<file path="config.mk">
export PLATFORM = sky130hd
export DESIGN_NAME = mic_intc
export DESIGN_NICKNAME = d
export VERILOG_FILES = /design/src/include/mic_pkg.sv /design/src/hdl/mic_edge.sv /design/src/hdl/mic_intc.sv
export SDC_FILE = /design/constraint.sdc
export NUM_CORES = 1
export LEC_CHECK = 0
export BUFFER_PORTS_ARGS = -buffer_cell sky130_fd_sc_hd__buf_2
export CAP_MARGIN = 20
export CORE_MARGIN = 4
export CORE_UTILIZATION = 42
export DETAILED_ROUTE_END_ITERATION = 10
export SLEW_MARGIN = 20
export SYNTH_ARGS = -nofsm -noshare
export SYNTH_HDL_FRONTEND = slang
export SYNTH_SLANG_ARGS = --single-unit
export TNS_END_PERCENT = 5
</file>
<file path="constraint.sdc">
create_clock -name clk -period 24.9 [get_ports clk]
set_input_delay 3.735 -clock clk [delete_from_list [all_inputs] [get_ports clk]]
set_output_delay 3.735 -clock clk [all_outputs]
set_load 0.02 [all_outputs]
</file>
<file path="src/include/mic_pkg.sv">
// Purpose: shared constants and carriers for the interrupt controller
// Assumes: byte-wide special function register bus from the core
// Notes:   source index order equals the fixed polling order
package mic_pkg;
	localparam int NSRC = 11;
	localparam int NLVL = 4;
	localparam int NRAW = 10;
	// register offsets
	localparam logic [7:0] SFR_TIMER_EXT_INT_CONTROL   = 8'h88;
	localparam logic [7:0] SFR_INT_ENABLE_SECOND_SERIAL   = 8'h9a;
	localparam logic [7:0] SFR_INT_ENABLE_PRIMARY   = 8'ha8;
	localparam logic [7:0] SFR_IP0    = 8'ha9;
	localparam logic [7:0] SFR_INT_ENABLE_EXTERNAL_HIGH   = 8'hb8;
	localparam logic [7:0] SFR_IP1    = 8'hb9;
	localparam logic [7:0] SFR_EXT_INT_REQUEST_FLAGS  = 8'hc0;
	localparam logic [7:0] SFR_EDGE_POLARITY_CONTROL  = 8'hc8;
	localparam logic [7:0] SFR_SUBF_A = 8'he8;
	localparam logic [7:0] SFR_SUBF_B = 8'hf8;
	localparam logic [15:0] IO_SUBEN_A = 16'h2700;
	localparam logic [15:0] IO_SUBEN_B = 16'h2701;
	localparam logic [7:0] RST_BYTE   = 8'h00;
	// implemented bits of each register
	localparam logic [7:0] MASK_INT_ENABLE_PRIMARY   = 8'hdf;
	localparam logic [7:0] MASK_INT_ENABLE_EXTERNAL_HIGH   = 8'h3e;
	localparam logic [7:0] MASK_INT_ENABLE_SECOND_SERIAL   = 8'h01;
	localparam logic [7:0] MASK_IP     = 8'h3f;
	localparam logic [7:0] MASK_EXT_INT_REQUEST_FLAGS  = 8'h3e;
	localparam logic [7:0] MASK_EDGE_POLARITY_CONTROL  = 8'h60;
	localparam logic [7:0] MASK_SUBF_A = 8'hf7;
	localparam logic [7:0] MASK_SUBF_B = 8'h98;
	localparam logic [7:0] MASK_SUBEN_B = 8'he0;
	// field positions
	localparam int TC_TF1 = 7;
	localparam int TC_TF0 = 5;
	localparam int TC_IE1 = 3;
	localparam int TC_IT1 = 2;
	localparam int TC_IE0 = 1;
	localparam int TC_IT0 = 0;
	localparam int INT_ENABLE_PRIMARY_GIE = 7;
	localparam int T2_POL2 = 5;
	localparam int T2_POL3 = 6;
	// source indices in polling order
	localparam logic [3:0] SRC_EXT0 = 4'h0;
	localparam logic [3:0] SRC_SER1 = 4'h1;
	localparam logic [3:0] SRC_T0   = 4'h2;
	localparam logic [3:0] SRC_EXT2 = 4'h3;
	localparam logic [3:0] SRC_EXT1 = 4'h4;
	localparam logic [3:0] SRC_EXT3 = 4'h5;
	localparam logic [3:0] SRC_T1   = 4'h6;
	localparam logic [3:0] SRC_EXT4 = 4'h7;
	localparam logic [3:0] SRC_SER0 = 4'h8;
	localparam logic [3:0] SRC_EXT5 = 4'h9;
	localparam logic [3:0] SRC_EXT6 = 4'ha;
	localparam logic [NSRC-1:0][15:0] VEC_TAB = {
		16'h006b, 16'h0063, 16'h0023, 16'h005b, 16'h001b, 16'h0053,
		16'h0013, 16'h004b, 16'h000b, 16'h0083, 16'h0003};
	typedef struct packed {
		logic       wr;
		logic       rd;
		logic [7:0] addr;
		logic [7:0] wdata;
	} mic_sfr_req_t;
	typedef struct packed {
		logic        wr;
		logic        rd;
		logic [15:0] addr;
		logic [7:0]  wdata;
	} mic_io_req_t;
	typedef struct packed {
		logic mcycle;
		logic instr_end;
		logic is_return_from_interrupt;
	} mic_core_t;
	typedef struct packed {
		logic       timer0_ovf;
		logic       timer1_ovf;
		logic       serial0_req;
		logic       serial1_req;
		logic       compute_busy;
		logic [2:0] voltage_status;
		logic [NRAW-1:0] raw;
	} mic_src_t;
endpackage
</file>
<file path="src/hdl/mic_edge.sv">
// Purpose: level tracking and edge detection for a bundle of lines
// Assumes: SYNC set for lines from pins, clear for on-chip logic
// Notes:   synced level moves only when the second and third stage agree
`timescale 1ns/1ps
module mic_edge #(
	parameter int W    = 1,
	parameter bit SYNC = 1'b0,
	parameter bit IDLE = 1'b0
) (
	input  wire logic [W-1:0] d,
	input  wire logic         clk,
	input  wire logic         nrst,
	output logic      [W-1:0] level,
	output logic      [W-1:0] rise,
	output logic      [W-1:0] fall
);
	logic [W-1:0] s1_r;
	logic [W-1:0] s2_r;
	logic [W-1:0] s3_r;
	logic [W-1:0] lvl_r;
	logic [W-1:0] prev_r;
	logic [W-1:0] lvl_nxt;

	always_comb begin
		if (SYNC) begin
			lvl_nxt = (~(s2_r ^ s3_r) & s3_r) | ((s2_r ^ s3_r) & lvl_r);
		end else begin
			lvl_nxt = d;
		end
	end

	always_ff @(posedge clk or negedge nrst) begin
		if (!nrst) begin
			s1_r   <= {W{IDLE}};
			s2_r   <= {W{IDLE}};
			s3_r   <= {W{IDLE}};
			lvl_r  <= {W{IDLE}};
			prev_r <= {W{IDLE}};
		end else begin
			s1_r   <= d;
			s2_r   <= s1_r;
			s3_r   <= s2_r;
			lvl_r  <= lvl_nxt;
			prev_r <= lvl_r;
		end
	end

	assign level = lvl_r;
	assign rise  = lvl_r & ~prev_r;
	assign fall  = ~lvl_r & prev_r;
endmodule

</file>
<file path="src/hdl/mic_intc.sv">
// Purpose: interrupt controller beside an 8-bit core, SFR and I/O RAM bus
// Assumes: core marks machine cycles, instruction ends and return opcodes
// Notes:   serial flags live in the serial channels and are not cleared here
`timescale 1ns/1ps
module mic_intc (
	input  wire logic                  clk,
	input  wire logic                  nrst,
	input  wire logic                  sync_clr,
	input  wire mic_pkg::mic_sfr_req_t sfr,
	input  wire mic_pkg::mic_io_req_t  io,
	input  wire mic_pkg::mic_core_t    core,
	input  wire mic_pkg::mic_src_t     src,
	input  wire logic                  ext0_pin,
	input  wire logic                  ext1_pin,
	output logic                       irq_call,
	output logic [15:0]                irq_vector,
	output logic                       timer0_service_ack,
	output logic                       timer1_service_ack,
	output logic [7:0]                 sfr_rdata,
	output logic [7:0]                 io_rdata
);
	logic [7:0] timer_ext_int_control_r, timer_ext_int_control_nxt, int_enable_primary_r, int_enable_primary_nxt, int_enable_external_high_r, int_enable_external_high_nxt;
	logic [7:0] int_enable_second_serial_r, int_enable_second_serial_nxt, ip0_r, ip0_nxt, ip1_r, ip1_nxt;
	logic [7:0] ext_int_request_flags_r, ext_int_request_flags_nxt, edge_polarity_control_r, edge_polarity_control_nxt;
	logic [7:0] subf_a_r, subf_a_nxt, subf_b_r, subf_b_nxt;
	logic [7:0] suben_a_r, suben_a_nxt, suben_b_r, suben_b_nxt;
	logic [7:0] set_a, set_b;
	logic [2:0] vs_prev_r;
	logic [mic_pkg::NSRC-1:0] samp_r, samp_nxt, req_now, en_vec, pend;
	logic [mic_pkg::NLVL-1:0] active_r, active_nxt;
	logic blk_r, blk_nxt, wr_int, block, take, found;
	logic [1:0] best_lvl, cur_lvl, lv;
	logic [3:0] best_idx, irq_idx_r;
	logic [1:0] pin_lvl, pin_fall;
	logic [mic_pkg::NRAW-1:0] raw_rise, raw_fall;
	logic [3:0] line_rise, line_fall;
	logic l2_src, l5_src, l6_src;
	logic [5:1] ext_set;
	logic call_r, t0_ack_r, t1_ack_r;
	logic [15:0] vec_r;
	logic [7:0] sfr_rd_r, sfr_rd_nxt, io_rd_r, io_rd_nxt;

	// pins cross into the clock domain; internal lines do not
	mic_edge #(.W(2), .SYNC(1'b1), .IDLE(1'b1)) u_pin (
		.d     ({ext1_pin, ext0_pin}),
		.clk   (clk),
		.nrst  (nrst),
		.level (pin_lvl),
		.rise  (),
		.fall  (pin_fall)
	);
	// raw: 0 x,1 y,2 w,3 v,4 memory busy,5 port,6 transfer_busy,7 s,8 m,9 temp
	mic_edge #(.W(mic_pkg::NRAW), .SYNC(1'b0), .IDLE(1'b0)) u_raw (
		.d     (src.raw),
		.clk   (clk),
		.nrst  (nrst),
		.level (),
		.rise  (raw_rise),
		.fall  (raw_fall)
	);
	mic_edge #(.W(4), .SYNC(1'b0), .IDLE(1'b0)) u_line (
		.d     ({l6_src, l5_src, src.compute_busy, l2_src}),
		.clk   (clk),
		.nrst  (nrst),
		.level (),
		.rise  (line_rise),
		.fall  (line_fall)
	);

	// sub-source gating
	always_comb begin
		l2_src = |(subf_a_r[6:5] & suben_a_r[6:5])
			| (subf_b_r[4] & suben_b_r[6]) | (subf_b_r[3] & suben_b_r[5]);
		l5_src = (subf_a_r[7] & suben_a_r[7])
			| (subf_b_r[7] & suben_b_r[7]);
		l6_src = |(subf_a_r[2:0] & suben_a_r[2:0])
			| (subf_a_r[4] & suben_a_r[4]);
		// memory busy and transfer busy count on their fall
		set_a = {raw_fall[4], raw_rise[0], raw_rise[1], raw_rise[9],
			1'b0, raw_rise[8], raw_rise[7], raw_fall[6]};
		set_b = {raw_rise[5], 2'b00, raw_rise[2], raw_rise[3], 3'b000};
		// line 2 pulses, line 3 busy, line 4 voltage change
		ext_set[1] = edge_polarity_control_r[mic_pkg::T2_POL2] ? line_rise[0] : line_fall[0];
		ext_set[2] = edge_polarity_control_r[mic_pkg::T2_POL3] ? line_rise[1] : line_fall[1];
		ext_set[3] = |(src.voltage_status ^ vs_prev_r);
		ext_set[4] = line_rise[2];
		ext_set[5] = line_rise[3];
		// vectors in polling order
		req_now = {ext_int_request_flags_r[5], ext_int_request_flags_r[4], src.serial0_req, ext_int_request_flags_r[3],
			timer_ext_int_control_r[mic_pkg::TC_TF1], ext_int_request_flags_r[2], timer_ext_int_control_r[mic_pkg::TC_IE1],
			ext_int_request_flags_r[1], timer_ext_int_control_r[mic_pkg::TC_TF0], src.serial1_req,
			timer_ext_int_control_r[mic_pkg::TC_IE0]};
		en_vec = {int_enable_external_high_r[5], int_enable_external_high_r[4], int_enable_primary_r[4], int_enable_external_high_r[3], int_enable_primary_r[3],
			int_enable_external_high_r[2], int_enable_primary_r[2], int_enable_external_high_r[1], int_enable_primary_r[1], int_enable_second_serial_r[0],
			int_enable_primary_r[0]};
	end

	// arbitration
	always_comb begin
		pend     = samp_r & en_vec;
		found    = 1'b0;
		best_lvl = 2'b00;
		best_idx = 4'h0;
		lv       = 2'b00;
		cur_lvl  = 2'b00;
		for (int i = 0; i < mic_pkg::NSRC; i++) begin
			lv = {ip1_r[i / 2], ip0_r[i / 2]};
			// strict compare keeps the earlier source on a tie
			if (pend[i] && (!found || lv > best_lvl)) begin
				found    = 1'b1;
				best_lvl = lv;
				best_idx = 4'(i);
			end
		end
		for (int l = 0; l < mic_pkg::NLVL; l++) begin
			if (active_r[l]) begin
				cur_lvl = 2'(l);
			end
		end
		wr_int = sfr.wr && (sfr.addr == mic_pkg::SFR_INT_ENABLE_PRIMARY
			|| sfr.addr == mic_pkg::SFR_INT_ENABLE_EXTERNAL_HIGH || sfr.addr == mic_pkg::SFR_INT_ENABLE_SECOND_SERIAL
			|| sfr.addr == mic_pkg::SFR_IP0 || sfr.addr == mic_pkg::SFR_IP1);
		block = core.is_return_from_interrupt | blk_r | wr_int;
		take  = core.instr_end & int_enable_primary_r[mic_pkg::INT_ENABLE_PRIMARY_GIE] & found
			& (~|active_r | (best_lvl > cur_lvl)) & ~block;
	end

	// registers, flags and service state
	always_comb begin
		timer_ext_int_control_nxt    = timer_ext_int_control_r;
		int_enable_primary_nxt    = int_enable_primary_r;
		int_enable_external_high_nxt    = int_enable_external_high_r;
		int_enable_second_serial_nxt    = int_enable_second_serial_r;
		ip0_nxt     = ip0_r;
		ip1_nxt     = ip1_r;
		ext_int_request_flags_nxt   = ext_int_request_flags_r;
		edge_polarity_control_nxt   = edge_polarity_control_r;
		subf_a_nxt  = subf_a_r;
		subf_b_nxt  = subf_b_r;
		suben_a_nxt = suben_a_r;
		suben_b_nxt = suben_b_r;
		samp_nxt    = core.mcycle ? req_now : samp_r;
		active_nxt  = active_r;
		blk_nxt     = (blk_r | wr_int) & ~core.instr_end;
		// byte writes only; a bit op is a read then a full write
		if (sfr.wr) begin
			unique case (sfr.addr)
				mic_pkg::SFR_TIMER_EXT_INT_CONTROL:  timer_ext_int_control_nxt = sfr.wdata;
				mic_pkg::SFR_INT_ENABLE_PRIMARY:  int_enable_primary_nxt = sfr.wdata & mic_pkg::MASK_INT_ENABLE_PRIMARY;
				mic_pkg::SFR_INT_ENABLE_EXTERNAL_HIGH:  int_enable_external_high_nxt = sfr.wdata & mic_pkg::MASK_INT_ENABLE_EXTERNAL_HIGH;
				mic_pkg::SFR_INT_ENABLE_SECOND_SERIAL:  int_enable_second_serial_nxt = sfr.wdata & mic_pkg::MASK_INT_ENABLE_SECOND_SERIAL;
				mic_pkg::SFR_IP0:   ip0_nxt = sfr.wdata & mic_pkg::MASK_IP;
				mic_pkg::SFR_IP1:   ip1_nxt = sfr.wdata & mic_pkg::MASK_IP;
				mic_pkg::SFR_EXT_INT_REQUEST_FLAGS: ext_int_request_flags_nxt = sfr.wdata & mic_pkg::MASK_EXT_INT_REQUEST_FLAGS;
				mic_pkg::SFR_EDGE_POLARITY_CONTROL: edge_polarity_control_nxt = sfr.wdata & mic_pkg::MASK_EDGE_POLARITY_CONTROL;
				// written ones leave a flag alone
				mic_pkg::SFR_SUBF_A: subf_a_nxt = subf_a_r & sfr.wdata;
				mic_pkg::SFR_SUBF_B: subf_b_nxt = subf_b_r & sfr.wdata;
				default: ;
			endcase
		end
		if (io.wr && io.addr == mic_pkg::IO_SUBEN_A) begin
			suben_a_nxt = io.wdata & mic_pkg::MASK_SUBF_A;
		end
		if (io.wr && io.addr == mic_pkg::IO_SUBEN_B) begin
			suben_b_nxt = io.wdata & mic_pkg::MASK_SUBEN_B;
		end
		if (take) begin
			samp_nxt[best_idx]   = 1'b0;
			active_nxt[best_lvl] = 1'b1;
			unique case (best_idx)
				mic_pkg::SRC_T0:   timer_ext_int_control_nxt[mic_pkg::TC_TF0] = 1'b0;
				mic_pkg::SRC_T1:   timer_ext_int_control_nxt[mic_pkg::TC_TF1] = 1'b0;
				mic_pkg::SRC_EXT0: timer_ext_int_control_nxt[mic_pkg::TC_IE0] = 1'b0;
				mic_pkg::SRC_EXT1: timer_ext_int_control_nxt[mic_pkg::TC_IE1] = 1'b0;
				mic_pkg::SRC_EXT2: ext_int_request_flags_nxt[1] = 1'b0;
				mic_pkg::SRC_EXT3: ext_int_request_flags_nxt[2] = 1'b0;
				mic_pkg::SRC_EXT4: ext_int_request_flags_nxt[3] = 1'b0;
				mic_pkg::SRC_EXT5: ext_int_request_flags_nxt[4] = 1'b0;
				mic_pkg::SRC_EXT6: ext_int_request_flags_nxt[5] = 1'b0;
				default: ;
			endcase
		end
		if (core.instr_end && core.is_return_from_interrupt && |active_r) begin
			active_nxt[cur_lvl] = 1'b0;
		end
		// sets follow the write and service clears so a racing event beats them; only sync_clr overrides a set
		timer_ext_int_control_nxt[mic_pkg::TC_TF0] = timer_ext_int_control_nxt[mic_pkg::TC_TF0] | src.timer0_ovf;
		timer_ext_int_control_nxt[mic_pkg::TC_TF1] = timer_ext_int_control_nxt[mic_pkg::TC_TF1] | src.timer1_ovf;
		timer_ext_int_control_nxt[mic_pkg::TC_IE0] = timer_ext_int_control_nxt[mic_pkg::TC_IE0]
			| (timer_ext_int_control_r[mic_pkg::TC_IT0] ? pin_fall[0] : ~pin_lvl[0]);
		timer_ext_int_control_nxt[mic_pkg::TC_IE1] = timer_ext_int_control_nxt[mic_pkg::TC_IE1]
			| (timer_ext_int_control_r[mic_pkg::TC_IT1] ? pin_fall[1] : ~pin_lvl[1]);
		ext_int_request_flags_nxt[5:1] = ext_int_request_flags_nxt[5:1] | ext_set;
		subf_a_nxt = subf_a_nxt | set_a;
		subf_b_nxt = subf_b_nxt | set_b;
		if (sync_clr) begin
			timer_ext_int_control_nxt    = mic_pkg::RST_BYTE;
			int_enable_primary_nxt    = mic_pkg::RST_BYTE;
			int_enable_external_high_nxt    = mic_pkg::RST_BYTE;
			int_enable_second_serial_nxt    = mic_pkg::RST_BYTE;
			ip0_nxt     = mic_pkg::RST_BYTE;
			ip1_nxt     = mic_pkg::RST_BYTE;
			ext_int_request_flags_nxt   = mic_pkg::RST_BYTE;
			edge_polarity_control_nxt   = mic_pkg::RST_BYTE;
			subf_a_nxt  = mic_pkg::RST_BYTE;
			subf_b_nxt  = mic_pkg::RST_BYTE;
			suben_a_nxt = mic_pkg::RST_BYTE;
			suben_b_nxt = mic_pkg::RST_BYTE;
			samp_nxt    = '0;
			active_nxt  = '0;
			blk_nxt     = 1'b0;
		end
	end

	always_ff @(posedge clk or negedge nrst) begin
		if (!nrst) begin
			timer_ext_int_control_r    <= mic_pkg::RST_BYTE;
			int_enable_primary_r    <= mic_pkg::RST_BYTE;
			int_enable_external_high_r    <= mic_pkg::RST_BYTE;
			int_enable_second_serial_r    <= mic_pkg::RST_BYTE;
			ip0_r     <= mic_pkg::RST_BYTE;
			ip1_r     <= mic_pkg::RST_BYTE;
			ext_int_request_flags_r   <= mic_pkg::RST_BYTE;
			edge_polarity_control_r   <= mic_pkg::RST_BYTE;
			subf_a_r  <= mic_pkg::RST_BYTE;
			subf_b_r  <= mic_pkg::RST_BYTE;
			suben_a_r <= mic_pkg::RST_BYTE;
			suben_b_r <= mic_pkg::RST_BYTE;
			vs_prev_r <= 3'h0;
			samp_r    <= '0;
			active_r  <= '0;
			blk_r     <= 1'b0;
		end else begin
			timer_ext_int_control_r    <= timer_ext_int_control_nxt;
			int_enable_primary_r    <= int_enable_primary_nxt;
			int_enable_external_high_r    <= int_enable_external_high_nxt;
			int_enable_second_serial_r    <= int_enable_second_serial_nxt;
			ip0_r     <= ip0_nxt;
			ip1_r     <= ip1_nxt;
			ext_int_request_flags_r   <= ext_int_request_flags_nxt;
			edge_polarity_control_r   <= edge_polarity_control_nxt;
			subf_a_r  <= subf_a_nxt;
			subf_b_r  <= subf_b_nxt;
			suben_a_r <= suben_a_nxt;
			suben_b_r <= suben_b_nxt;
			vs_prev_r <= src.voltage_status;
			samp_r    <= samp_nxt;
			active_r  <= active_nxt;
			blk_r     <= blk_nxt;
		end
	end

	// read data; unmapped addresses answer zero
	always_comb begin
		sfr_rd_nxt = sfr_rd_r;
		io_rd_nxt  = io_rd_r;
		if (sfr.rd) begin
			unique case (sfr.addr)
				mic_pkg::SFR_TIMER_EXT_INT_CONTROL:   sfr_rd_nxt = timer_ext_int_control_r;
				mic_pkg::SFR_INT_ENABLE_PRIMARY:   sfr_rd_nxt = int_enable_primary_r;
				mic_pkg::SFR_INT_ENABLE_EXTERNAL_HIGH:   sfr_rd_nxt = int_enable_external_high_r;
				mic_pkg::SFR_INT_ENABLE_SECOND_SERIAL:   sfr_rd_nxt = int_enable_second_serial_r;
				mic_pkg::SFR_IP0:    sfr_rd_nxt = ip0_r;
				mic_pkg::SFR_IP1:    sfr_rd_nxt = ip1_r;
				mic_pkg::SFR_EXT_INT_REQUEST_FLAGS:  sfr_rd_nxt = ext_int_request_flags_r;
				mic_pkg::SFR_EDGE_POLARITY_CONTROL:  sfr_rd_nxt = edge_polarity_control_r;
				mic_pkg::SFR_SUBF_A: sfr_rd_nxt = subf_a_r;
				mic_pkg::SFR_SUBF_B: sfr_rd_nxt = subf_b_r;
				default:             sfr_rd_nxt = 8'h00;
			endcase
		end
		if (io.rd) begin
			if (io.addr == mic_pkg::IO_SUBEN_A) begin
				io_rd_nxt = suben_a_r;
			end else if (io.addr == mic_pkg::IO_SUBEN_B) begin
				io_rd_nxt = suben_b_r;
			end else begin
				io_rd_nxt = 8'h00;
			end
		end
	end

	always_ff @(posedge clk or negedge nrst) begin
		if (!nrst) begin
			call_r    <= 1'b0;
			vec_r     <= 16'h0000;
			irq_idx_r <= 4'h0;
			t0_ack_r  <= 1'b0;
			t1_ack_r  <= 1'b0;
			sfr_rd_r  <= 8'h00;
			io_rd_r   <= 8'h00;
		end else begin
			call_r    <= take;
			vec_r     <= take ? mic_pkg::VEC_TAB[best_idx] : vec_r;
			irq_idx_r <= take ? best_idx : irq_idx_r;
			t0_ack_r  <= take && best_idx == mic_pkg::SRC_T0;
			t1_ack_r  <= take && best_idx == mic_pkg::SRC_T1;
			sfr_rd_r  <= sfr_rd_nxt;
			io_rd_r   <= io_rd_nxt;
		end
	end

	assign irq_call           = call_r;
	assign irq_vector         = vec_r;
	assign timer0_service_ack = t0_ack_r;
	assign timer1_service_ack = t1_ack_r;
	assign sfr_rdata          = sfr_rd_r;
	assign io_rdata           = io_rd_r;
endmodule

</file>
==> summary.md, run 1 <==
| Metric | Value |
|---|---|
| # diodes | `0` |
| Wire per inst | `18.8 microns` |
| Crit path capture type | `flip-flop` |
| Slew Viols, Final | `0` |
| Post-CTS Resized | `0` |
| Most common cell in the netlist | `dfrtp_1` |
| Post-CTS setup buffers | `0` |
| Initial antenna violation count | `0` |
| Post-route insts no fill | `1,084` |
| Max-cap viol count | `0` |
| Area of the core | `0.0179 sq mm` |
| DR iter-0 viols | `549` |
| Int Pwr | `0.000410 W` |
| Die width | `143 microns` |
| H-tree levels | `4` |
| Status | `finished, final reports clean` |
| Reg2Reg Depth | `69` |
| LEAKAGE | `4.03 nW` |
| Number of global-route vias before repair | `6,130` |
| Seq/Total Area, Yosys | `48.3%` |
| Hold_buf cts | `0` |
| Synth warn | `0` |
| Clock-pin slew on the worst setup and hold paths | `60 ps` |
| Worst Path Required | `25,160 ps` |
| Top cell by count, worst path | `ha_1` |
| HP Start | `u_pin.s1_r[0]$_DFF_PN1_` |
| Sum Neg Setup Slack | `0 ps` |
| Net switching power | `0.000130 W` |
| # IOs | `105` |
| Gr usage total | `20.7%` |
| # DRC | `0` |
| Clk buf depth | `2` |
| Most common library cells after synthesis | `dfrtp_1 (137), nor2_1 (76), nand2_1 (63)` |
| TritonRoute pass-1 iters | `6` |
| Post-synth EDFFs | `0` |
| Post-synthesis cell count | `761` |
| Vias per cell | `5.67` |
| Placed cell area | `0.00825 sq mm` |
| Crit Path Class | `flip-flop to flip-flop` |
| Combinational share of power | `5.4%` |
| Nets@finish | `925` |
| Largest fanout on the critical path | `13` |
| Area growth from synthesis to layout | `15.8%` |
| Clock sinks | `147` |
| Peak VDD IR | `0.0482 mV` |
| Design area | `0.00885 sq mm` |
| Largest net degree at the start of global routing | `86` |
| Row cnt | `49` |
| Period utilization | `67.8%` |
| CTS root buffer | `clkbuf_16` |
| CP max-delay cell | `nor3b_2` |
| CTS Buf Count | `17` |
| Min cycle time layout | `16,880 ps` |
| First-pass GRT wire length | `33.2 mm` |
| Ys flop type | `dfrtp_1` |
| CTS tree | `done` |
| Clk Latency, worst-skew pair | `430 ps` |
| Number of port buffers | `93` |
| CP startpoint kind | `flip-flop` |
| Mapped Area | `0.00764 sq mm` |
| WL final | `20.4 mm` |
| Syn avg cell area | `10.0 sq um` |
| Antenna Nets Post-Route | `0` |
| Synth cell types | `80` |
| RePlAce Congestion | `0.865` |
| Worst hold-check path type | `flip-flop to flip-flop` |
| Worst slew pin tran | `1040 ps` |
| Reg2reg start | `int_enable_second_serial_r[0]$_DFFE_PN0P_` |
| Vias | `6,147` |
| R2R Path End | `samp_r[1]$_DFF_PN0_` |
| Synth top area share | `44.9%` |
| Max Freq | `0.0592 GHz` |
| Dpl cells | `1,052` |
| Fill cells | `1,697` |
| Final hold violation count | `0` |
| Sequential Power Share | `46.4%` |
| Hold depth | `0` |
| Initial cell density of the core | `42.7%` |
| Hold worst-path end | `u_pin.s2_r[0]$_DFF_PN1_` |
| Die area | `0.0204 sq mm` |
| Post-DP HPWL | `14.5 mm` |
| Reg-to-reg setup timing slack | `8020 ps` |
| Share of layout cells above drive strength 1 | `21.2%` |
| # setup viols final | `0` |
| Post-Route Skew | `16.0 ps` |
| Power share of the clock group | `48.2%` |
| Relative slew margins | `30.3%` |
| Synthesized flop and latch total | `147` |
| Grt ovf | `0` |
| Crit-path max cell delay | `610 ps` |
| Synth async-reset ratio | `100%` |
| Chip height | `143 microns` |
| Synth top area cells | `dfrtp_1 (45%), mux2i_1 (6.4%), nor2_1 (3.7%), dfstp_2 (3.4%), a21oi_1 (3.1%)` |
| Finished Core Util | `49.4%` |
| Crit path DAT | `17,140 ps` |
| Power density over cell area | `61.0 mW/mm^2` |
| RSZ-0062 raised after global routing | `false` |
| Yosys top cell by area | `dfrtp_1` |
| Sw Share | `24.0%` |
[sequential cells by signal, indices dropped and copies added (netlist names), 7 cells and up]
signal	flops
u_raw.prev_r	10
sfr_rdata	8
samp_r	11
suben_a_r	7
timer_ext_int_control_r	8
subf_b_r	8
subf_a_r	8
int_enable_primary_r	7
io_rdata	7
u_raw.level	10
[worst max-delay path by stage]
stage,start,endpoint,slack (ps)
3_5_place_dp,int_enable_second_serial_r[0]$_DFFE_PN0P_,samp_r[1]$_DFF_PN0_,8160
3_3_place_gp,int_enable_second_serial_r[0]$_DFFE_PN0P_,samp_r[5]$_DFF_PN0_,8320
5_1_grt,int_enable_second_serial_r[0]$_DFFE_PN0P_,samp_r[1]$_DFF_PN0_,6790
4_1_cts,int_enable_second_serial_r[0]$_DFFE_PN0P_,samp_r[1]$_DFF_PN0_,8080
6_report,int_enable_second_serial_r[0]$_DFFE_PN0P_,samp_r[1]$_DFF_PN0_,8020
2_1_floorplan,int_enable_second_serial_r[0]$_DFFE_PN0P_,timer_ext_int_control_r[7]$_DFF_PN0_,11040
[stage by stage]
stage	worst slack [ps]	total power, W	hold WS, ps
after floorplan	11040	0.000268	345
after global routing	6790	0.000561	364
after detailed placement	8160	0.000284	347
after CTS	8080	0.000547	356
final	8020	0.000540	356
after global placement	8320	0.000284	345
[cell families (layout without fill, tap and decap cells)]
| family | Yosys count | after routing | share of synthesized area, % |
|---|---|---|---|
| XOR/XNOR | 3 | 3 | 0.344 |
| AND/OR/NAND/NOR | 255 | 255 | 16.3 |
| flip-flops | 147 | 147 | 48.3 |
| adder cells (fa/ha/maj) | 18 | 18 | 2.80 |
| AO/OA/AOI/OAI | 197 | 197 | 19.4 |
| buffers and inverters | 81 | 166 | 4.72 |
| multiplexers | 59 | 59 | 8.09 |
| other | 1 | 10 | 0.0491 |
[layout make-up]
cell class	count	area (sq um)	area share, %
Clock buffer	19	453	5.12
Tap cell	229	287	3.24
Multi-Input combinational cell	542	3620	40.9
Timing Repair Buffer	99	517	5.84
Clock inverter	13	149	1.68
Inverter	35	131	1.48
Sequential cell	147	3690	41.7
[power by group through the flow]
stage / sequential [W] / combinational (W) / clock [W]
after floorplan: 0.000253 / 0.0000153 / 0
after global placement: 0.000254 / 0.0000296 / 0
after detailed placement: 0.000254 / 0.0000299 / 0
after CTS: 0.000250 / 0.0000299 / 0.000267
after global routing: 0.000251 / 0.0000333 / 0.000277
final: 0.000250 / 0.0000293 / 0.000260
[layout by cell type, fill, tap and decap left out, types with 9 or more instances in the layout]
| cell type | synthesis | layout |
|---|---|---|
| a21oi_1 | 48 | 48 |
| a211oi_1 | 13 | 13 |
| buf_2 | 0 | 92 |
| ha_1 | 13 | 13 |
| nor3_1 | 17 | 17 |
| o22ai_1 | 13 | 13 |
| nand3_1 | 24 | 24 |
| nand2_1 | 63 | 63 |
| dfrtp_1 | 137 | 137 |
| a221oi_1 | 9 | 9 |
| dfstp_2 | 10 | 10 |
| clkbuf_16 | 0 | 17 |
| o21ai_0 | 28 | 28 |
| mux2i_1 | 49 | 49 |
| nand2b_1 | 15 | 15 |
| nor2_1 | 76 | 76 |
| a222oi_1 | 10 | 10 |
| conb_1 | 1 | 10 |
| nor2b_1 | 12 | 12 |
| inv_1 | 34 | 34 |
[critical path, delay by kind of cell, from the launching register on]
family | cells | cell delay (ps)
compound gates | 26 | 6350
mux | 6 | 1880
flops | 1 | 470
buf+inv | 2 | 390
fa+ha+maj | 12 | 3610
simple gates | 23 | 3970
[metal layers]
metal	wire [microns]	share of wire [%]	track usage (%)
met1	9240	45	28.5
met2	9520	47	32.7
met3	1220	6.0	4.86
met4	402	2.0	6.15
met5	0	0	0
No activity file was read; power rests on OpenSTA's default activity.
==> run 2, diff against run 1 <==
Clock period 24.9 ns to 14.1 ns, I/O delays scaled along.
==> run 2 against run 1 <==
  * Die area unchanged
  * Clock power is 88% higher
  * Cell area increased by 3.8%
  * First-iteration DRC count decreased by 8.2%
  * Via count is 2.9% higher
  * Critical path depth rose by 3
  * Sequential share of layout area is 1.5 points lower
  * Worst setup slack worse by 7400 ps
  * Largest power group unchanged
==> summary.md, run 2 (synthesis gave the netlist of run 1 again) <==
| Metric | Value |
|---|---|
| DR iter-0 viols | `504 (was 549)` |
| Worst hold-check path type | `flip-flop to flip-flop (unchanged)` |
| CTS root buffer | `clkbuf_16 (unchanged)` |
| Slew Viols, Final | `0 (unchanged)` |
| Clock sinks | `147 (unchanged)` |
| Fill cells | `1,636 (was 1,697)` |
| Post-DP HPWL | `14.8 mm (was 14.5 mm)` |
| Largest fanout on the critical path | `8 (was 13)` |
| Largest net degree at the start of global routing | `86 (unchanged)` |
| # setup viols final | `0 (unchanged)` |
| # IOs | `105 (unchanged)` |
| Gr usage total | `20.7% (about the same)` |
| Worst slew pin tran | `1010 ps (was 1040 ps)` |
| Power density over cell area | `107 mW/mm^2 (was 61.0 mW/mm^2)` |
| TritonRoute pass-1 iters | `6 (unchanged)` |
| LEAKAGE | `4.19 nW (was 4.03 nW)` |
| Sum Neg Setup Slack | `0 ps (unchanged)` |
| Period utilization | `95.8% (was 67.8%)` |
| Area growth from synthesis to layout | `20.3% (was 15.8%)` |
| Post-Route Skew | `9.46 ps (was 16.0 ps)` |
| Crit path DAT | `13,810 ps (was 17,140 ps)` |
| Number of global-route vias before repair | `6,037 (was 6,130)` |
| CTS tree | `done (unchanged)` |
| Crit path capture type | `flip-flop (unchanged)` |
| First-pass GRT wire length | `33.0 mm (was 33.2 mm)` |
| Number of port buffers | `93 (unchanged)` |
| Commonest non-fill, non-tap cell in the layout | `dfrtp_1 (unchanged)` |
| Area of the core | `0.0179 sq mm (unchanged)` |
| Grt ovf | `0 (unchanged)` |
| Die area | `0.0204 sq mm (unchanged)` |
| Final hold slack | `356 ps (about the same)` |
| CP max-delay cell | `dfrtp_2 (was nor3b_2)` |
| Peak VDD IR | `0.0961 mV (was 0.0482 mV)` |
| Design area | `0.00919 sq mm (was 0.00885 sq mm)` |
| Top cell by count, worst path | `ha_1 (unchanged)` |
| Die width | `143 microns (unchanged)` |
| Max-cap viol count | `0 (unchanged)` |
| Nets@finish | `954 (was 925)` |
| Crit Path Class | `flip-flop to flip-flop (unchanged)` |
| Vias | `6,327 (was 6,147)` |
| Share of layout cells above drive strength 1 | `25.1% (was 21.2%)` |
| Reg2Reg Depth | `72 (was 69)` |
| Finished Core Util | `51.3% (was 49.4%)` |
| Chip height | `143 microns (unchanged)` |
| Crit-path max cell delay | `450 ps (was 610 ps)` |
| Reg-to-reg setup timing slack | `600 ps (was 8020 ps)` |
| Hold_buf cts | `0 (unchanged)` |
| RePlAce Congestion | `0.855 (was 0.865)` |
| # DRC | `0 (unchanged)` |
| H-tree levels | `4 (unchanged)` |
| Clk Latency, worst-skew pair | `420 ps (was 430 ps)` |
| Most frequent cells in the layout | `dfrtp_1 (136), buf_2 (92), nor2_1 (72), nand2_1 (62), mux2i_1 (49) (was dfrtp_1 (137), buf_2 (92), nor2_1 (76), nand2_1 (63), mux2i_1 (49))` |
| Relative slew margins | `32.3% (was 30.3%)` |
| Reg2reg start | `samp_r[1]$_DFF_PN0_ (was int_enable_second_serial_r[0]$_DFFE_PN0P_)` |
| Row cnt | `49 (unchanged)` |
| Largest Register | `samp_r (unchanged)` |
| Clock-pin slew on the worst setup and hold paths | `70 ps (was 60 ps)` |
| Worst Path Required | `14,400 ps (was 25,160 ps)` |
| Max reg flops | `11 (unchanged)` |
| CP startpoint kind | `flip-flop (unchanged)` |
| # diodes | `0 (unchanged)` |
| Critical Path End | `timer_ext_int_control_r[7]$_DFF_PN0_ (was samp_r[1]$_DFF_PN0_)` |
| WL final | `20.9 mm (was 20.4 mm)` |
| Final hold violation count | `0 (unchanged)` |
| Placed cell area | `0.00841 sq mm (was 0.00825 sq mm)` |
| Wire per inst | `18.7 microns (was 18.8 microns)` |
| Vias per cell | `5.68 (was 5.67)` |
| Status | `finished, final reports clean (unchanged)` |
| R2R Path End | `timer_ext_int_control_r[7]$_DFF_PN0_ (was samp_r[1]$_DFF_PN0_)` |
| Critical path origin | `samp_r[1]$_DFF_PN0_ (was int_enable_second_serial_r[0]$_DFFE_PN0P_)` |
| Max Freq | `0.0741 GHz (was 0.0592 GHz)` |
| Min cycle time layout | `13,500 ps (was 16,880 ps)` |
| Initial antenna violation count | `0 (unchanged)` |
| Clk buf depth | `2 (unchanged)` |
| Antenna Nets Post-Route | `0 (unchanged)` |
| CTS Buf Count | `17 (unchanged)` |
| Initial cell density of the core | `42.7% (unchanged)` |
[run 2: changes by cell type in the layout (fill, tap and decap cells not counted), sizes merged]
cell / change
clkinv: -4
inv: -2
clkinvlp: -1
clkbuf: +4
bufinv: +3
buf: +29
[run 2: worst min path at each step]
stage | start | to | depth (start not counted)
floorplan | u_pin.s1_r[0]$_DFF_PN1_ | u_pin.s2_r[0]$_DFF_PN1_ | 0
detailed placement | u_pin.s1_r[1]$_DFF_PN1_ | u_pin.s2_r[1]$_DFF_PN1_ | 0
global placement | u_pin.s1_r[1]$_DFF_PN1_ | u_pin.s2_r[1]$_DFF_PN1_ | 0
CTS | u_pin.s1_r[1]$_DFF_PN1_ | u_pin.s2_r[1]$_DFF_PN1_ | 0
finish | u_pin.s1_r[1]$_DFF_PN1_ | u_pin.s2_r[1]$_DFF_PN1_ | 0
global route | u_pin.s1_r[1]$_DFF_PN1_ | u_pin.s2_r[1]$_DFF_PN1_ | 0
[run 2: final cells by class]
class / instances / area [sq um] / area share (%)
Clock buffer: 23 / 448 / 4.88
Clock inverter: 9 / 180 / 1.96
Inverter: 35 / 131 / 1.43
Multi-Input combinational cell: 542 / 3710 / 40.4
Sequential cell: 147 / 3690 / 40.2
Tap cell: 229 / 287 / 3.12
Timing Repair Buffer: 128 / 738 / 8.03
[run 2: worst max-delay path: cells and delay by family (launching register included)]
kind	cells	cell delay [ps]
AO/OA/AOI/OAI	27	4340
adder cells (fa/ha/maj)	12	3420
AND/OR/NAND/NOR	21	2830
multiplexers	5	1510
buffers and inverters	7	860
flip-flops	1	450
[run 2: routing by layer]
layer	GRT usage, %	wire [microns]	vias to the layer above
li1	-	-	2970
met3	4.35	1290	29
met5	0	0	-
met1	29.2	9400	3108
met2	32.1	9740	220
met4	6.55	422	0
[run 2: timing repair]
action                                  CTS  global route
endpoints found under the setup margin   21            30
hold endpoints to repair                  0             0
setup buffers                             1             6
resized for setup                         4            24
pin swaps                                 1             6
[run 2: power breakdown]
group          internal (W)  switching (W)
Combinational     0.0000178      0.0000348
Sequential         0.000434     0.00000816
Clock              0.000315       0.000175
Total              0.000767       0.000218
[run 2: metrics by stage]
stage	setup slack, ps	std cells	total power, W
3_5_place_dp	-260	1074	0.000502
6_report	596	1113	0.000985
3_3_place_gp	-200	1074	0.000502
4_1_cts	3.21	1107	0.000995
2_1_floorplan	237	770	0.000473
5_1_grt	-86.0	1113	0.00102
==> run 3, diff against run 2 <==
Settings changed: RECOVER_POWER set to 25.
==> run 3 against run 2 <==
  * The run now ends with max-capacitance violations, max-slew violations left
  * Cell area is 0.12% lower
  * Die area stayed put
  * Non-clock buffer count stayed put
  * Sequential power hardly changed
  * Routed wire length is 0.37% lower
  * Cell count stayed put
  * Critical endpoint unchanged
==> summary.md, run 3 (synthesis gave the netlist of run 1 again) <==
| Metric | Value |
|---|---|
| Status | `finished, violations left (was finished, final reports clean)` |
| Failing checks | `max-capacitance violations, max-slew violations` |
| Gr usage total | `20.7% (unchanged)` |
| Power share of the clock group | `49.7% (was 49.8%)` |
| Period utilization | `95.6% (was 95.8%)` |
| Met3 WL post-DR | `1.34 mm (was 1.29 mm)` |
| Post-Route Skew | `11.3 ps (was 9.46 ps)` |
| Clk Latency, worst-skew pair | `430 ps (was 420 ps)` |
| Wire length on met1 | `9.32 mm (was 9.40 mm)` |
| Critical Path End | `timer_ext_int_control_r[7]$_DFF_PN0_ (unchanged)` |
| Combinational share of power | `5.3% (about the same)` |
| # DRC | `0 (unchanged)` |
| CTS tree | `done (unchanged)` |
| # IOs | `105 (unchanged)` |
| Slew Viols, Final | `73 (was 0)` |
| Post-DP HPWL | `14.8 mm (unchanged)` |
| Min cycle time layout | `13,470 ps (was 13,500 ps)` |
| Share of layout cells above drive strength 1 | `24.3% (was 25.1%)` |
| Commonest non-fill, non-tap cell in the layout | `dfrtp_1 (unchanged)` |
| Crit path capture type | `flip-flop (unchanged)` |
| Power density over cell area | `107 mW/mm^2 (about the same)` |
| CTS Buf Count | `17 (unchanged)` |
| Met2 Routed Length | `9.70 mm (was 9.74 mm)` |
| Wire per inst | `18.7 microns (about the same)` |
| Clk buf depth | `2 (unchanged)` |
| Crit-path max cell delay | `450 ps (about the same)` |
| Chip height | `143 microns (unchanged)` |
| Die area | `0.0204 sq mm (unchanged)` |
| Grt ovf | `0 (unchanged)` |
| DR iter-0 viols | `536 (was 504)` |
| Net switching power | `0.000217 W (was 0.000218 W)` |
| RePlAce Congestion | `0.855 (unchanged)` |
| Crit Path Class | `flip-flop to flip-flop (unchanged)` |
| # diodes | `0 (unchanged)` |
| Peak VDD IR | `0.0966 mV (was 0.0961 mV)` |
| Antenna Nets Post-Route | `0 (unchanged)` |
| Worst Path Required | `14,410 ps (was 14,400 ps)` |
| CTS root buffer | `clkbuf_16 (unchanged)` |
| Largest Register | `samp_r (unchanged)` |
| Crit path DAT | `13,780 ps (was 13,810 ps)` |
| Dpl cells | `1,074 (unchanged)` |
| Clock sinks | `147 (unchanged)` |
| # setup viols final | `0 (unchanged)` |
| First-pass GRT wire length | `33.0 mm (unchanged)` |
| HP Start | `u_pin.s1_r[1]$_DFF_PN1_ (unchanged)` |
| Sequential Power Share | `44.9% (about the same)` |
| Clock-pin slew on the worst setup and hold paths | `70 ps (about the same)` |
| Area of the core | `0.0179 sq mm (unchanged)` |
| TritonRoute pass-1 iters | `5 (was 6)` |
| Die width | `143 microns (unchanged)` |
| Reg2reg start | `samp_r[1]$_DFF_PN0_ (unchanged)` |
| Reg-to-reg setup timing slack | `630 ps (was 600 ps)` |
| Largest fanout on the critical path | `8 (unchanged)` |
| Most frequent cells in the layout | `dfrtp_1 (136), buf_2 (89), nor2_1 (72), nand2_1 (62), mux2i_1 (49) (was dfrtp_1 (136), buf_2 (92), nor2_1 (72), nand2_1 (62), mux2i_1 (49))` |
| CP max-delay cell | `dfrtp_2 (unchanged)` |
| Worst slew pin tran | `3780 ps (was 1010 ps)` |
| Reg2Reg Depth | `72 (unchanged)` |
| Initial antenna violation count | `0 (unchanged)` |
| Top Metal Used | `met4 (unchanged)` |
| Max-cap viol count | `1 (was 0)` |
| CP startpoint kind | `flip-flop (unchanged)` |
| Row cnt | `49 (unchanged)` |
| Area growth from synthesis to layout | `20.1% (was 20.3%)` |
| Pwr Total | `0.000984 W (was 0.000985 W)` |
| Initial cell density of the core | `42.7% (unchanged)` |
| WL final | `20.8 mm (was 20.9 mm)` |
| Top cell by count, worst path | `ha_1 (unchanged)` |
| Critical path origin | `samp_r[1]$_DFF_PN0_ (unchanged)` |
| Final hold slack | `357 ps (was 356 ps)` |
| LEAKAGE | `4.17 nW (was 4.19 nW)` |
| Nets@finish | `954 (unchanged)` |
| Max Freq | `0.0742 GHz (was 0.0741 GHz)` |
| Vias per cell | `5.65 (was 5.68)` |
| Number of global-route vias before repair | `6,037 (unchanged)` |
| Sw Share | `22.1% (was 22.2%)` |
| Relative slew margins | `-152% (was 32.3%)` |
| Vias | `6,286 (was 6,327)` |
| Worst hold-check path type | `flip-flop to flip-flop (unchanged)` |
| Post-route insts no fill | `1,113 (unchanged)` |
| H-tree levels | `4 (unchanged)` |
| Hold_buf cts | `0 (unchanged)` |
| Number of port buffers | `93 (unchanged)` |
| Int Pwr | `0.000766 W (was 0.000767 W)` |
| Largest net degree at the start of global routing | `86 (unchanged)` |
| R2R Path End | `timer_ext_int_control_r[7]$_DFF_PN0_ (unchanged)` |
| Max reg flops | `11 (unchanged)` |
| Final hold violation count | `0 (unchanged)` |
-- run 3: final cells by class --
class / instances / area [sq um]
Clock buffer: 23 / 448
Sequential cell: 147 / 3690
Clock inverter: 9 / 180
Tap cell: 229 / 287
Timing Repair Buffer: 128 / 727
Fill cell: 1638 / 8730
Inverter: 35 / 131
Multi-Input combinational cell: 542 / 3710
-- run 3: timing repair --
item | in CTS | in global routing
endpoints found under the setup margin | 21 | 30
resized for setup | 4 | 24
setup buffers | 1 | 6
pin swaps | 1 | 6
-- run 3: worst min-delay path by stage --
stage / endpoint / slack, ps / depth (start not counted)
after detailed placement: u_pin.s2_r[1]$_DFF_PN1_ / 350 / 0
after global routing: u_pin.s2_r[1]$_DFF_PN1_ / 360 / 0
final: u_pin.s2_r[1]$_DFF_PN1_ / 360 / 0
after floorplan: u_pin.s2_r[0]$_DFF_PN1_ / 350 / 0
after CTS: u_pin.s2_r[1]$_DFF_PN1_ / 360 / 0
after global placement: u_pin.s2_r[1]$_DFF_PN1_ / 350 / 0
-- run 3: critical path, delay by kind of cell (launching register included) --
kind	cells	cell delay (ps)
multiplexers	5	1510
buffers and inverters	7	850
adder cells (fa/ha/maj)	12	3410
AO/OA/AOI/OAI	27	4330
AND/OR/NAND/NOR	21	2810
flip-flops	1	450
-- run 3: per-stage QoR --
stage / utilization, % / TNS (ps) / cell area (sq um) / worst slack (ps)
2_1_floorplan: - / 0 / 7670 / 237
5_1_grt: 51.3 / -525 / 9180 / -86.0
3_5_place_dp: 47.0 / -2780 / 8410 / -260
6_report: 51.3 / 0 / 9180 / 627
3_3_place_gp: 47.0 / -1870 / 8410 / -200
4_1_cts: 50.6 / 0 / 9060 / 3.21
-- run 3: power by group through the flow --
stage,Combinational (W),Clock (W),Sequential (W)
6_report,0.0000524,0.000489,0.000442
5_1_grt,0.0000586,0.000517,0.000443
4_1_cts,0.0000530,0.000500,0.000442
3_5_place_dp,0.0000528,0,0.000450
3_3_place_gp,0.0000523,0,0.000449
2_1_floorplan,0.0000270,0,0.000446
-- run 3: metal layers --
layer,global-route usage (%),vias up
met3,4.35,31
met1,29.2,3051
met4,6.55,0
met5,0,-
li1,-,2978
met2,32.1,226
